`src/core/irq_stat_pkg.sv`:
```
package irq_stat_pkg;

  // system bus geometry
  localparam int ADDR_W = 4;
  localparam int DATA_W = 10;

  // register locations on the system bus
  localparam logic [3:0] ADDR_IRQ_ENABLE_CONTROL = 4'h7;
  localparam logic [3:0] ADDR_IRQ_STATUS         = 4'h8;
  localparam logic [3:0] ADDR_QUEUE_THRESHOLD    = 4'h9;
  localparam logic [3:0] ADDR_SENT_BYTE_COUNT    = 4'hA;
  localparam logic [3:0] ADDR_RECEIVED_BYTE_COUNT = 4'hB;

  // operating mode of the controller
  typedef enum logic [0:0] {
    MODE_REGISTER = 1'b0,
    MODE_FIFO     = 1'b1
  } mode_t;

  // control register, register mode layout
  localparam int REG_AUTO_CLEAR_BIT = 7;
  localparam int REG_FORCE_BIT      = 6;
  localparam int REG_CTRL_W         = 8;

  // control register, fifo mode layout
  localparam int FIFO_AUTO_CLEAR_BIT = 9;
  localparam int FIFO_FORCE_BIT      = 8;

  // status and enable positions, register mode
  localparam int REG_FLAG_W           = 4;
  localparam int REG_ARB_LOST_BIT     = 3;
  localparam int REG_XFER_READY_BIT   = 2;
  localparam int REG_XFER_OVERRUN_BIT = 1;
  localparam int REG_GENERAL_CALL_BIT = 0;

  // status and enable positions, fifo mode
  localparam int FIFO_FLAG_W            = 7;
  localparam int FIFO_GENERAL_CALL_BIT  = 6;
  localparam int FIFO_NACK_BIT          = 5;
  localparam int FIFO_READ_DONE_BIT     = 4;
  localparam int FIFO_ARB_LOST_BIT      = 3;
  localparam int FIFO_TX_SYNC_ERR_BIT   = 2;
  localparam int FIFO_TX_UNDERFLOW_BIT  = 1;
  localparam int FIFO_RX_OVERFLOW_BIT   = 0;

  // threshold register layout
  localparam int LEVEL_W           = 5;
  localparam int THRESH_RX_AF_LSB  = 5;
  localparam int THRESH_TX_AE_LSB  = 0;

  // reset values
  localparam logic [9:0] CTRL_RESET      = 10'h000;
  localparam logic [9:0] THRESHOLD_RESET = 10'h000;

  // far-end wait window when finishing a master read, in oscillator periods
  localparam int OSC_WAIT_MIN_PERIODS = 2;
  localparam int OSC_WAIT_MAX_PERIODS = 7;

endpackage

```
`src/core/flag_bank_if.sv`:
```
`timescale 1ns/10ps
interface flag_bank_if #(
  parameter int W = 4
);
  logic [W-1:0] set_events;
  logic [W-1:0] clear_mask;
  logic [W-1:0] flags;

  modport owner
  (
    output set_events,
    output clear_mask,
    input  flags
  );

  modport bank
  (
    input  set_events,
    input  clear_mask,
    output flags
  );
endinterface

```
`src/core/i2c_irq_status_and_fifo_counters.sv`:
```
`timescale 1ns/10ps
// Notes on behaviour
// - one status location; bit meanings chosen by register or fifo mode.
// - writing status clears each flag whose written bit is one.
// - with auto-clear set, any status read clears all flags of the active mode's bank.
// - force bit set drives the interrupt request regardless of flags.
// - register mode: arbitration lost, ready, overrun, general call in bits 3..0.
// - fifo mode keeps seven flags: call, nack, read done, arb, sync, underflow, overflow.
// - fifo mode has one enable bit per each of the seven sources.
// - threshold holds 5-bit receive queue almost-full level, read-write, fifo mode.
// - threshold holds 5-bit transmit queue almost-empty level, programmable.
// - sent byte counter counts bytes sent; write or fifo reset clears it.
// - received byte counter counts stored bytes; write or fifo reset clears it.
// - transmit queue reset: stop after byte if only sending, nack and stop if receiving.
module i2c_irq_status_and_fifo_counters #(
  parameter int COUNT_W = 10
)
(
  input  wire logic                                sys_clk,
  input  wire logic                                rst,
  // system bus slave
  input  wire logic                                sb_csi,
  input  wire logic                                sb_stb,
  input  wire logic                                sb_we,
  input  wire logic [irq_stat_pkg::ADDR_W-1:0]     sb_adr,
  input  wire logic [irq_stat_pkg::DATA_W-1:0]     sb_dati,
  output logic      [irq_stat_pkg::DATA_W-1:0]     sb_dato,
  output logic                                     sb_acko,
  // mode and engine events
  input  wire logic                                fifo_mode,
  input  wire logic                                arbitration_lost_event,
  input  wire logic                                xfer_register_ready_event,
  input  wire logic                                xfer_register_overrun_event,
  input  wire logic                                general_call_event,
  input  wire logic                                nack_received_event,
  input  wire logic                                master_read_done_event,
  input  wire logic                                tx_sync_error_event,
  input  wire logic                                tx_underflow_event,
  input  wire logic                                rx_overflow_event,
  input  wire logic                                tx_byte_sent,
  input  wire logic                                rx_byte_stored,
  input  wire logic                                fifo_rst,
  input  wire logic                                transmit_queue_reset,
  input  wire logic                                engine_transmitting,
  input  wire logic                                engine_receiving,
  // outputs
  output logic                                     irq,
  output logic      [irq_stat_pkg::LEVEL_W-1:0]    rx_almost_full_level,
  output logic      [irq_stat_pkg::LEVEL_W-1:0]    tx_almost_empty_level,
  output logic                                     stop_after_byte_req,
  output logic                                     nack_stop_req
);
  localparam int DW  = irq_stat_pkg::DATA_W;
  localparam int RFW = irq_stat_pkg::REG_FLAG_W;
  localparam int FFW = irq_stat_pkg::FIFO_FLAG_W;
  localparam int LW  = irq_stat_pkg::LEVEL_W;

  irq_stat_pkg::mode_t mode;

  logic          access;
  logic          wr_access;
  logic          rd_access;
  logic [DW-1:0] ctrl_reg;
  logic [DW-1:0] ctrl_next;
  logic [DW-1:0] thresh_reg;
  logic [DW-1:0] thresh_next;
  logic [DW-1:0] dato_reg;
  logic [DW-1:0] dato_next;
  logic          ack_reg;
  logic          ack_next;
  logic          irq_reg;
  logic          irq_next;
  logic          stop_req_reg;
  logic          stop_req_next;
  logic          nack_req_reg;
  logic          nack_req_next;
  logic          auto_clear;
  logic          force_irq_test;
  logic          status_wr;
  logic          status_rd_clear;
  logic [DW-1:0] status_view;
  logic [COUNT_W-1:0] sent_bytes;
  logic [COUNT_W-1:0] received_bytes;

  flag_bank_if #(.W(RFW)) reg_flags_if ();
  flag_bank_if #(.W(FFW)) fifo_flags_if ();

  // the control word's meaning follows the mode as well
  function automatic logic decode_hit(input logic [irq_stat_pkg::ADDR_W-1:0] adr,
                                      input logic [irq_stat_pkg::ADDR_W-1:0] target);
    decode_hit = (adr == target);
  endfunction

  assign mode = fifo_mode ? irq_stat_pkg::MODE_FIFO : irq_stat_pkg::MODE_REGISTER;

  // a request is taken only while no acknowledge is out
  assign access    = sb_csi & sb_stb & ~ack_reg;
  assign wr_access = access & sb_we;
  assign rd_access = access & ~sb_we;

  always_comb
  begin
    auto_clear     = 1'b0;
    force_irq_test = 1'b0;
    unique case (mode)
      irq_stat_pkg::MODE_REGISTER:
      begin
        auto_clear     = ctrl_reg[irq_stat_pkg::REG_AUTO_CLEAR_BIT];
        force_irq_test = ctrl_reg[irq_stat_pkg::REG_FORCE_BIT];
      end
      irq_stat_pkg::MODE_FIFO:
      begin
        auto_clear     = ctrl_reg[irq_stat_pkg::FIFO_AUTO_CLEAR_BIT];
        force_irq_test = ctrl_reg[irq_stat_pkg::FIFO_FORCE_BIT];
      end
    endcase
  end

  assign status_wr       = wr_access & decode_hit(sb_adr, irq_stat_pkg::ADDR_IRQ_STATUS);
  assign status_rd_clear = rd_access & auto_clear & decode_hit(sb_adr, irq_stat_pkg::ADDR_IRQ_STATUS);

  // events only reach the bank of the active mode
  always_comb
  begin
    reg_flags_if.set_events = '0;
    fifo_flags_if.set_events = '0;
    if (mode == irq_stat_pkg::MODE_REGISTER)
    begin
      reg_flags_if.set_events[irq_stat_pkg::REG_ARB_LOST_BIT]     = arbitration_lost_event;
      reg_flags_if.set_events[irq_stat_pkg::REG_XFER_READY_BIT]   = xfer_register_ready_event;
      reg_flags_if.set_events[irq_stat_pkg::REG_XFER_OVERRUN_BIT] = xfer_register_overrun_event;
      reg_flags_if.set_events[irq_stat_pkg::REG_GENERAL_CALL_BIT] = general_call_event;
    end
    else
    begin
      fifo_flags_if.set_events[irq_stat_pkg::FIFO_GENERAL_CALL_BIT] = general_call_event;
      fifo_flags_if.set_events[irq_stat_pkg::FIFO_NACK_BIT]         = nack_received_event;
      fifo_flags_if.set_events[irq_stat_pkg::FIFO_READ_DONE_BIT]    = master_read_done_event;
      fifo_flags_if.set_events[irq_stat_pkg::FIFO_ARB_LOST_BIT]     = arbitration_lost_event;
      fifo_flags_if.set_events[irq_stat_pkg::FIFO_TX_SYNC_ERR_BIT]  = tx_sync_error_event;
      fifo_flags_if.set_events[irq_stat_pkg::FIFO_TX_UNDERFLOW_BIT] = tx_underflow_event;
      fifo_flags_if.set_events[irq_stat_pkg::FIFO_RX_OVERFLOW_BIT]  = rx_overflow_event;
    end
  end

  // clears act on the bank that the shared location currently shows
  always_comb
  begin
    reg_flags_if.clear_mask  = '0;
    fifo_flags_if.clear_mask = '0;
    if (mode == irq_stat_pkg::MODE_REGISTER)
    begin
      if (status_rd_clear)
        reg_flags_if.clear_mask = '1;
      else if (status_wr)
        reg_flags_if.clear_mask = sb_dati[RFW-1:0];
    end
    else
    begin
      if (status_rd_clear)
        fifo_flags_if.clear_mask = '1;
      else if (status_wr)
        fifo_flags_if.clear_mask = sb_dati[FFW-1:0];
    end
  end

  flag_bank #(.W(RFW)) u_reg_flags
  (
    .sys_clk (sys_clk),
    .rst     (rst),
    .fb      (reg_flags_if.bank)
  );

  flag_bank #(.W(FFW)) u_fifo_flags
  (
    .sys_clk (sys_clk),
    .rst     (rst),
    .fb      (fifo_flags_if.bank)
  );

  byte_counter #(.W(COUNT_W)) u_sent_count
  (
    .sys_clk (sys_clk),
    .rst     (rst),
    .clear   (fifo_rst | (wr_access & decode_hit(sb_adr, irq_stat_pkg::ADDR_SENT_BYTE_COUNT))),
    .incr    (tx_byte_sent),
    .count   (sent_bytes)
  );

  byte_counter #(.W(COUNT_W)) u_received_count
  (
    .sys_clk (sys_clk),
    .rst     (rst),
    .clear   (fifo_rst | (wr_access & decode_hit(sb_adr, irq_stat_pkg::ADDR_RECEIVED_BYTE_COUNT))),
    .incr    (rx_byte_stored),
    .count   (received_bytes)
  );

  // status as seen at the shared location
  always_comb
  begin
    status_view = '0;
    if (mode == irq_stat_pkg::MODE_REGISTER)
      status_view[RFW-1:0] = reg_flags_if.flags;
    else
      status_view[FFW-1:0] = fifo_flags_if.flags;
  end

  // register writes
  always_comb
  begin
    ctrl_next   = ctrl_reg;
    thresh_next = thresh_reg;
    if (wr_access && decode_hit(sb_adr, irq_stat_pkg::ADDR_IRQ_ENABLE_CONTROL))
    begin
      // register mode only drives the low byte; upper bits stay put
      if (mode == irq_stat_pkg::MODE_REGISTER)
        ctrl_next[irq_stat_pkg::REG_CTRL_W-1:0] = sb_dati[irq_stat_pkg::REG_CTRL_W-1:0];
      else
        ctrl_next = sb_dati;
    end
    if (wr_access && decode_hit(sb_adr, irq_stat_pkg::ADDR_QUEUE_THRESHOLD))
      thresh_next = sb_dati;
  end

  // read data and acknowledge, one cycle after the request is taken
  always_comb
  begin
    dato_next = dato_reg;
    ack_next  = access;
    if (rd_access)
    begin
      dato_next = '0;
      if (decode_hit(sb_adr, irq_stat_pkg::ADDR_IRQ_ENABLE_CONTROL))
      begin
        if (mode == irq_stat_pkg::MODE_REGISTER)
          dato_next[irq_stat_pkg::REG_CTRL_W-1:0] = ctrl_reg[irq_stat_pkg::REG_CTRL_W-1:0];
        else
          dato_next = ctrl_reg;
      end
      else if (decode_hit(sb_adr, irq_stat_pkg::ADDR_IRQ_STATUS))
        dato_next = status_view;
      else if (decode_hit(sb_adr, irq_stat_pkg::ADDR_QUEUE_THRESHOLD))
        dato_next = thresh_reg;
      else if (decode_hit(sb_adr, irq_stat_pkg::ADDR_SENT_BYTE_COUNT))
        dato_next = DW'(sent_bytes);
      else if (decode_hit(sb_adr, irq_stat_pkg::ADDR_RECEIVED_BYTE_COUNT))
        dato_next = DW'(received_bytes);
    end
  end

  // interrupt request from enabled flags or the test force
  always_comb
  begin
    if (mode == irq_stat_pkg::MODE_REGISTER)
      irq_next = force_irq_test | (|(reg_flags_if.flags & ctrl_reg[RFW-1:0]));
    else
      irq_next = force_irq_test | (|(fifo_flags_if.flags & ctrl_reg[FFW-1:0]));
  end

  // abort of the transmit queue releases the i2c bus cleanly
  always_comb
  begin
    stop_req_next = 1'b0;
    nack_req_next = 1'b0;
    if (transmit_queue_reset || fifo_rst)
    begin
      if (engine_receiving)
        nack_req_next = 1'b1;
      else if (engine_transmitting)
        stop_req_next = 1'b1;
    end
  end

  always_ff @(posedge sys_clk)
  begin
    if (rst)
    begin
      ctrl_reg     <= irq_stat_pkg::CTRL_RESET;
      thresh_reg   <= irq_stat_pkg::THRESHOLD_RESET;
      dato_reg     <= '0;
      ack_reg      <= 1'b0;
      irq_reg      <= 1'b0;
      stop_req_reg <= 1'b0;
      nack_req_reg <= 1'b0;
    end
    else
    begin
      ctrl_reg     <= ctrl_next;
      thresh_reg   <= thresh_next;
      dato_reg     <= dato_next;
      ack_reg      <= ack_next;
      irq_reg      <= irq_next;
      stop_req_reg <= stop_req_next;
      nack_req_reg <= nack_req_next;
    end
  end

  assign sb_dato               = dato_reg;
  assign sb_acko               = ack_reg;
  assign irq                   = irq_reg;
  assign rx_almost_full_level  = thresh_reg[irq_stat_pkg::THRESH_RX_AF_LSB +: LW];
  assign tx_almost_empty_level = thresh_reg[irq_stat_pkg::THRESH_TX_AE_LSB +: LW];
  assign stop_after_byte_req   = stop_req_reg;
  assign nack_stop_req         = nack_req_reg;
endmodule

```
`src/core/flag_bank.sv`:
```
`timescale 1ns/10ps
module flag_bank #(
  parameter int W = 4
)
(
  input wire logic   sys_clk,
  input wire logic   rst,
  flag_bank_if.bank  fb
);
  logic [W-1:0] flags_reg;
  logic [W-1:0] flags_next;

  // set wins over a clear in the same cycle
  always_comb
  begin
    flags_next = (flags_reg & ~fb.clear_mask) | fb.set_events;
  end

  always_ff @(posedge sys_clk)
  begin
    if (rst)
      flags_reg <= '0;
    else
      flags_reg <= flags_next;
  end

  assign fb.flags = flags_reg;
endmodule

```
`src/core/byte_counter.sv`:
```
`timescale 1ns/10ps
module byte_counter #(
  parameter int W = 10
)
(
  input  wire logic         sys_clk,
  input  wire logic         rst,
  input  wire logic         clear,
  input  wire logic         incr,
  output logic [W-1:0]      count
);
  logic [W-1:0] count_reg;
  logic [W-1:0] count_next;

  // a byte landing in the clearing cycle is still counted; wraps at full scale
  always_comb
  begin
    if (clear)
      count_next = incr ? {{(W-1){1'b0}}, 1'b1} : '0;
    else if (incr)
      count_next = count_reg + 1'b1;
    else
      count_next = count_reg;
  end

  always_ff @(posedge sys_clk)
  begin
    if (rst)
      count_reg <= '0;
    else
      count_reg <= count_next;
  end

  assign count = count_reg;
endmodule

```
`config.mk`:
```
export PLATFORM = sky130hd
export DESIGN_NAME = i2c_irq_status_and_fifo_counters
export DESIGN_NICKNAME = d
export VERILOG_FILES = /design/src/core/irq_stat_pkg.sv /design/src/core/flag_bank_if.sv /design/src/core/i2c_irq_status_and_fifo_counters.sv /design/src/core/flag_bank.sv /design/src/core/byte_counter.sv
export SDC_FILE = /design/constraint.sdc
export NUM_CORES = 1
export LEC_CHECK = 0
export BUFFER_PORTS_ARGS = -buffer_cell sky130_fd_sc_hd__buf_2
export CORE_MARGIN = 3
export CORE_UTILIZATION = 55
export DETAILED_ROUTE_END_ITERATION = 8
export MAX_ROUTING_LAYER = met4
export PLACE_DENSITY = 0.78
export SYNTH_ARGS = -nofsm -noshare
export SYNTH_HDL_FRONTEND = slang
export SYNTH_SLANG_ARGS = --single-unit
```
`constraint.sdc`:
```
create_clock -name sys_clk -period 1.6 [get_ports sys_clk]
set_input_delay 0.08 -clock sys_clk [delete_from_list [all_inputs] [get_ports sys_clk]]
set_output_delay 0.08 -clock sys_clk [all_outputs]
set_load 0.02 [all_outputs]
```
After elaboration in Yosys (flattened, before gate mapping)
Cells that the tools add are included.

Word-level logic and storage cells: 82. Output and inout bits: 24. Register bits after elaboration: 65.

Eq/ne operators: 5. Bitwise operators: 25. Reduce and logical (&&, ||, !) cells: 10. Multiplexer cells: 28. $add $sub $neg: 2.

Operators with widths (count): $mux W10 (9); $mux W7 (4); $add A10 B1 Y10 const B (2); $mux W4 (5); $eq A4 B4 Y1 const B (4); $and A7 B7 Y7 (2); $and A1 B1 Y1 (9); $and A4 B4 Y4 (2); $not A7 Y7 (1); $or A7 B7 Y7 (1); $reduce_or A7 Y1 (1); $mux W1 (6); $eq A4 B3 Y1 const B (1); $not A1 Y1 (4); $not A4 Y4 (1); $or A1 B1 Y1 (4); $or A4 B4 Y4 (1); $pmux W1 S2 (2); $reduce_bool A2 Y1 (2); $reduce_or A4 Y1 (1); $mux W3 (1); $reduce_or A3 Y1 (1); $logic_and A1 B1 Y1 (2); $mux W2 (1); 3 further kinds (3).

Logic depth before layout (Yosys ltp)
Word-level depth: 10. Mapped depth: 7. Depth with buffers taken out: 5.

Modules after synthesis
From an unflattened synthesis, not the netlist that was laid out.

Cell total of the unflattened synthesis: 393. Area, all modules: 3349.5 µm².

Modules (own cells, without submodules): i2c_irq_status_and_fifo_counters (area each 1988.2 µm², sequential area each 680.7 µm², cells each 251, times used 1); byte_counter (area each 461.7 µm², sequential area each 200.2 µm², cells each 49, times used 2); flag_bank (u_fifo_flags) (area each 297.8 µm², sequential area each 140.1 µm², cells each 28, times used 1); flag_bank (u_reg_flags) (area each 140.1 µm², sequential area each 80.1 µm², cells each 16, times used 1).

Worst setup path after synthesis
OpenSTA, ideal clock, no wires.

Path kind: reg-to-reg. Start: reg ack_reg (netlist: sb_acko). End: reg u_sent_count.count_reg[0] (netlist: u_sent_count.count[0]). Slack: 75 ps. Path buffers: 2. Setup time: 128 ps. Data required time: 1472 ps. Arrival: 1397 ps. Cell stages (with the launch flop): 7. Clock period less this slack: 1525 ps. Cells stage by stage: dfxtp_1 and4b_1 buf_2 buf_2 a311oi_1 xnor2_1 nor2_1.

Longest elaborated chain between the ends: 6. Elaborated cells between the ends (all ways): 7. Those cells by class: 1 x mux; 5 x bitwise; 1 x reduce/logical.

Ends and longest elaborated chain: start, declared (RTL line i2c_irq_status_and_fifo_counters.sv:69) `logic ack_reg;`; start signal, assigned (RTL line i2c_irq_status_and_fifo_counters.sv:292) `ack_reg <= ack_next;`; $not A1 Y1 * (RTL line i2c_irq_status_and_fifo_counters.sv:97) `assign access = sb_csi & sb_stb & ~ack_reg;`; $and A1 B1 Y1 * (RTL line i2c_irq_status_and_fifo_counters.sv:97); $and A1 B1 Y1 * (RTL line i2c_irq_status_and_fifo_counters.sv:98) `assign wr_access = access & sb_we;`; $and A1 B1 Y1 * (RTL line i2c_irq_status_and_fifo_counters.sv:185) `.clear (fifo_rst | (wr_access & decode_hit(sb_adr, irq_stat_pkg::ADDR_SENT_BYTE_COUNT))),`; $or A1 B1 Y1 * (RTL line i2c_irq_status_and_fifo_counters.sv:185); $mux W10 or $reduce_bool A2 Y1 (tied branches); end signal, assigned (RTL line byte_counter.sv:31) `count_reg <= count_next;`; end, declared (RTL line byte_counter.sv:12) `logic [W-1:0] count_reg;`.

Mark *: on every way between the ends. The rest lies on a longest branch, timed or not. A chain may end at the register's enable or synchronous reset.

Worst setup path after layout
Start: reg ack_reg (netlist: sb_acko). End: reg ctrl_reg[6].

Longest elaborated chain between the ends: 4.

Ends and longest elaborated chain: $not A1 Y1 (RTL line i2c_irq_status_and_fifo_counters.sv:97); $and A1 B1 Y1 (RTL line i2c_irq_status_and_fifo_counters.sv:97); $and A1 B1 Y1 (RTL line i2c_irq_status_and_fifo_counters.sv:98); $logic_and A1 B1 Y1 (RTL line i2c_irq_status_and_fifo_counters.sv:214) `if (wr_access && decode_hit(sb_adr, irq_stat_pkg::ADDR_IRQ_ENABLE_CONTROL))`; end signal, assigned (RTL line i2c_irq_status_and_fifo_counters.sv:279) `ctrl_reg <= irq_stat_pkg::CTRL_RESET;`; end signal, assigned (RTL line i2c_irq_status_and_fifo_counters.sv:289) `ctrl_reg <= ctrl_next;`; end, declared (RTL line i2c_irq_status_and_fifo_counters.sv:63) `logic [DW-1:0] ctrl_reg;`.

No other way between the ends.

==> results by group <==
Synthesis
  • Netlist cell types: 55
  • Area fraction in and, or, nand and nor cells after synthesis: 17.4%
  • Biggest area consumer among synthesized cells: sky130_fd_sc_hd__dfxtp_1
  • Count of yosys warnings during synthesis: 0
  • Number of synthesized flops with an enable pin: 0
  • Mux contribution to synthesized area: 13.0%
  • Yosys top cell area share: 41.9%
  • Combinational family with the most area after synthesis: compound AO/OA/AOI/OAI gates
  • Syn avg cell area: 9.23 µm²
  • Compound-gate portion of the synthesized area: 19.1%
  • Largest cells by area after synthesis: sky130_fd_sc_hd__dfxtp_1 42%, sky130_fd_sc_hd__mux2i_1 9.0%, sky130_fd_sc_hd__nor2_1 5.4%
  • Post-synthesis sequential element count: 65
  • Post-synthesis cell count: 337
  • Synth async-reset ratio: 0%
  • Sequential cell area fraction in the yosys report: 41.9%
  • Adder-Cell Fraction of Synth Area: 0.805%
  • Synthesized cell area: 0.00311 mm²
  • Synth Net Count: 374
  • Dominant register cell in the synthesized netlist: sky130_fd_sc_hd__dfxtp_1
  • Synthesized-area fraction occupied by xor and xnor cells: 3.66%

Detailed routing
  • Number of antenna-violating nets in the routed design: 0
  • Vias per Instance: 5.98
  • Wirelength, routed: 8.27 mm
  • DRC viols: 0
  • DR vias: 2917
  • DRC violation total after the first TritonRoute iteration: 355
  • DR WL/cell: 17.0 µm
  • First-pass DRT Iterations: 5

Timing
  • Slew @ Worst Pin: 411 ps
  • Worst clock skew: 11.0 ps
  • Min Tclk post-route: 1490 ps
  • Number of slew-limit violations in the final report: 0
  • Period utilization: 93.3%
  • Unrepaired setup endpoints after global routing: no
  • Hold Vio Cnt, Final: 0
  • Setup_tns: 0 ps
  • Setup violation total in the final timing report: 0
  • Highest achievable clock rate: 670 MHz
  • Worst relative slew slack: 72.6%

Floorplanning
  • Starting Density: 59.0%
  • Area of the core: 0.00527 mm²
  • Floorplan die area: 0.00659 mm²
  • Die outline width: 81.2 µm
  • Die height: 81.2 µm
  • Total I/O pin count: 59
  • Num rows: 26

Worst setup path
  • Max stage delay cell, worst path: sky130_fd_sc_hd__dfxtp_1
  • Logic depth of the worst register-to-register path: 6
  • Arrival time worst endpoint: 1720 ps
  • CP Capture Type: register
  • Startpoint of the worst register-to-register path: sb_acko
  • Cell with the most instances on the worst path: sky130_fd_sc_hd__buf_6
  • FF-to-FF setup slack: 110 ps
  • Critical Path Source Type: register
  • Slowest cell delay on critical path: 330 ps
  • Category of the critical setup timing path: reg2reg
  • Capturing point of the worst reg2reg path: ctrl_reg[6]
  • Crit Path Max Fanout: 8
  • CP Data Required Time: 1830 ps
  • CP Cell Sequence: and4b_2, buf_6, and2_1, buf_6, mux2i_1, nor2_1

Final layout
  • Leading cell type in the layout, fill and taps excluded: sky130_fd_sc_hd__dfxtp_1
  • Number of nets in the layout: 450
  • Top library cells by usage in the layout, fill and taps aside: 65 x sky130_fd_sc_hd__dfxtp_1, 58 x sky130_fd_sc_hd__buf_2, 45 x sky130_fd_sc_hd__nor2_1
  • Layout area overhead: 22.7%
  • Number of diodes added for antenna fixing: 0
  • Fraction of final layout cells with drive strength greater than 1: 24.4%
  • Final std cell area, no fill: 0.00381 mm²

Global route
  • Combined global-route utilization of all metal layers: 27.5%
  • Number of global-route vias before repair: 2651
  • Number of antenna violations at the first check in global routing: 0
  • Largest net degree at the start of global routing: 27
  • Global-route wire length before repair: 13.2 mm
  • Overflow after GRT: 0

Clock tree
  • CTS buffer count: 9
  • Number of buffers added for setup after CTS: 0
  • Clock slew at reported path FFs: 70 ps
  • Root buf cell: sky130_fd_sc_hd__clkbuf_8
  • Number of H-tree levels: 3
  • Largest buffer count on any clock path: 2
  • Later-pin clock latency in the skew report: 340 ps
  • CTS Sinks: 65
  • Clock tree from TritonCTS: yes

Place
  • Final HPWL DP: 5.90 mm
  • Count of port buffers added during placement: 58
  • Final GP Congestion: 0.908
  • Instance area after placement: 0.00348 mm²

Hold path
  • Hold WC Path Type: in2reg
  • Endpoint of the worst hold path: thresh_reg[8]
  • WHS Path Cells: 3
  • Hold_sp: sb_dati[8]

Power
  • Worst ir drop on vdd: 0.000491 V
  • Leakage power summed over all cells: 1.51 nW
  • Total power divided by cell area: 860 mW/mm²

Status
  • Status: finished, final reports clean

Flow run
  • Maximum Capacitance Violations: 0
how the worst max path moves through the flow:
stage / from / endpoint / depth (start not counted)
floorplan: sb_acko / u_sent_count.count[0] / 6
global placement: sb_acko / ctrl_reg[5] / 6
detailed placement: sb_acko / ctrl_reg[6] / 6
CTS: sb_acko / ctrl_reg[6] / 6
global route: sb_acko / sb_dato[6] / 4
finish: sb_acko / ctrl_reg[6] / 6
Yosys cell counts, types with 4 or more instances:
master and number:
sky130_fd_sc_hd__nand2_1 23, sky130_fd_sc_hd__nand3_1 6, sky130_fd_sc_hd__clkbuf_1 8, sky130_fd_sc_hd__o21ai_1 11, sky130_fd_sc_hd__a211oi_1 10, sky130_fd_sc_hd__xor2_1 8
sky130_fd_sc_hd__a21oi_1 20, sky130_fd_sc_hd__buf_2 10, sky130_fd_sc_hd__nor2_1 45, sky130_fd_sc_hd__a32oi_1 4, sky130_fd_sc_hd__mux2i_1 28, sky130_fd_sc_hd__dfxtp_1 65
sky130_fd_sc_hd__and4b_1 4, sky130_fd_sc_hd__o21ai_0 7, sky130_fd_sc_hd__a22oi_1 11, sky130_fd_sc_hd__xnor2_1 5, sky130_fd_sc_hd__or3_1 5, sky130_fd_sc_hd__inv_1 4
sky130_fd_sc_hd__nand4_1 6, sky130_fd_sc_hd__nor2b_1 4
logic make-up after synthesis:
family | after synthesis
AO/OA/AOI/OAI | 85
XOR/XNOR | 13
adder cells (fa/ha/maj) | 2
buffers and inverters | 27
flip-flops | 65
multiplexers | 35
AND/OR/NAND/NOR | 110
critical path, delay by kind of cell, from the launching register on:
kind | cells | cell delay, ps
and+or+nand+nor | 3 | 510
DFF | 1 | 330
muxes | 1 | 210
buffers and inverters | 2 | 310
cell type report:
class / instances / area (µm²)
Sequential cell: 65 / 1300
Multi-Input combinational cell: 245 / 1680
Fill cell: 409 / 1460
Tap cell: 70 / 87.6
Clock inverter: 5 / 31.3
Timing Repair Buffer: 87 / 553
Inverter: 5 / 18.8
Clock buffer: 11 / 141
through the flow:
stage                     setup WS [ps]  hold WS (ps)  instances  util, %  power (mW)
after floorplan                    75.5           156        337        -        1.93
after global placement              124           259        457     66.1        2.05
after detailed placement           83.4           262        457     66.1        2.06
after CTS                          56.1         0.867        488     72.2        3.29
after global routing               11.6          6.95        488     72.4        3.41
final                               108          6.99        488     72.4        3.28
repair_timing:
| action | 4_1_cts | 5_1_grt |
|---|---|---|
| endpoints found under the hold margin | 16 | 0 |
| gates resized for setup | 0 | 5 |
| setup endpoints to repair | 0 | 13 |
| hold buffers | 15 | 0 |
routing by layer:
layer	up-vias	part of all wire (%)	wire, µm	GRT usage [%]
li1	1395	-	-	-
met1	1353	43	3590	36.6
met2	147	44	3650	39.3
met3	22	9.7	801	5.99
met4	0	2.7	227	13.7
met5	-	0	0	-
where the power goes:
group          switching, mW  leakage (nW)  internal (mW)  total (mW)
combinational          0.202         0.896          0.164       0.366
clock                  0.621        0.0891          0.599        1.22
sequential            0.0353         0.528           1.66        1.69
Note: power is estimated with default switching activity, not from simulation.
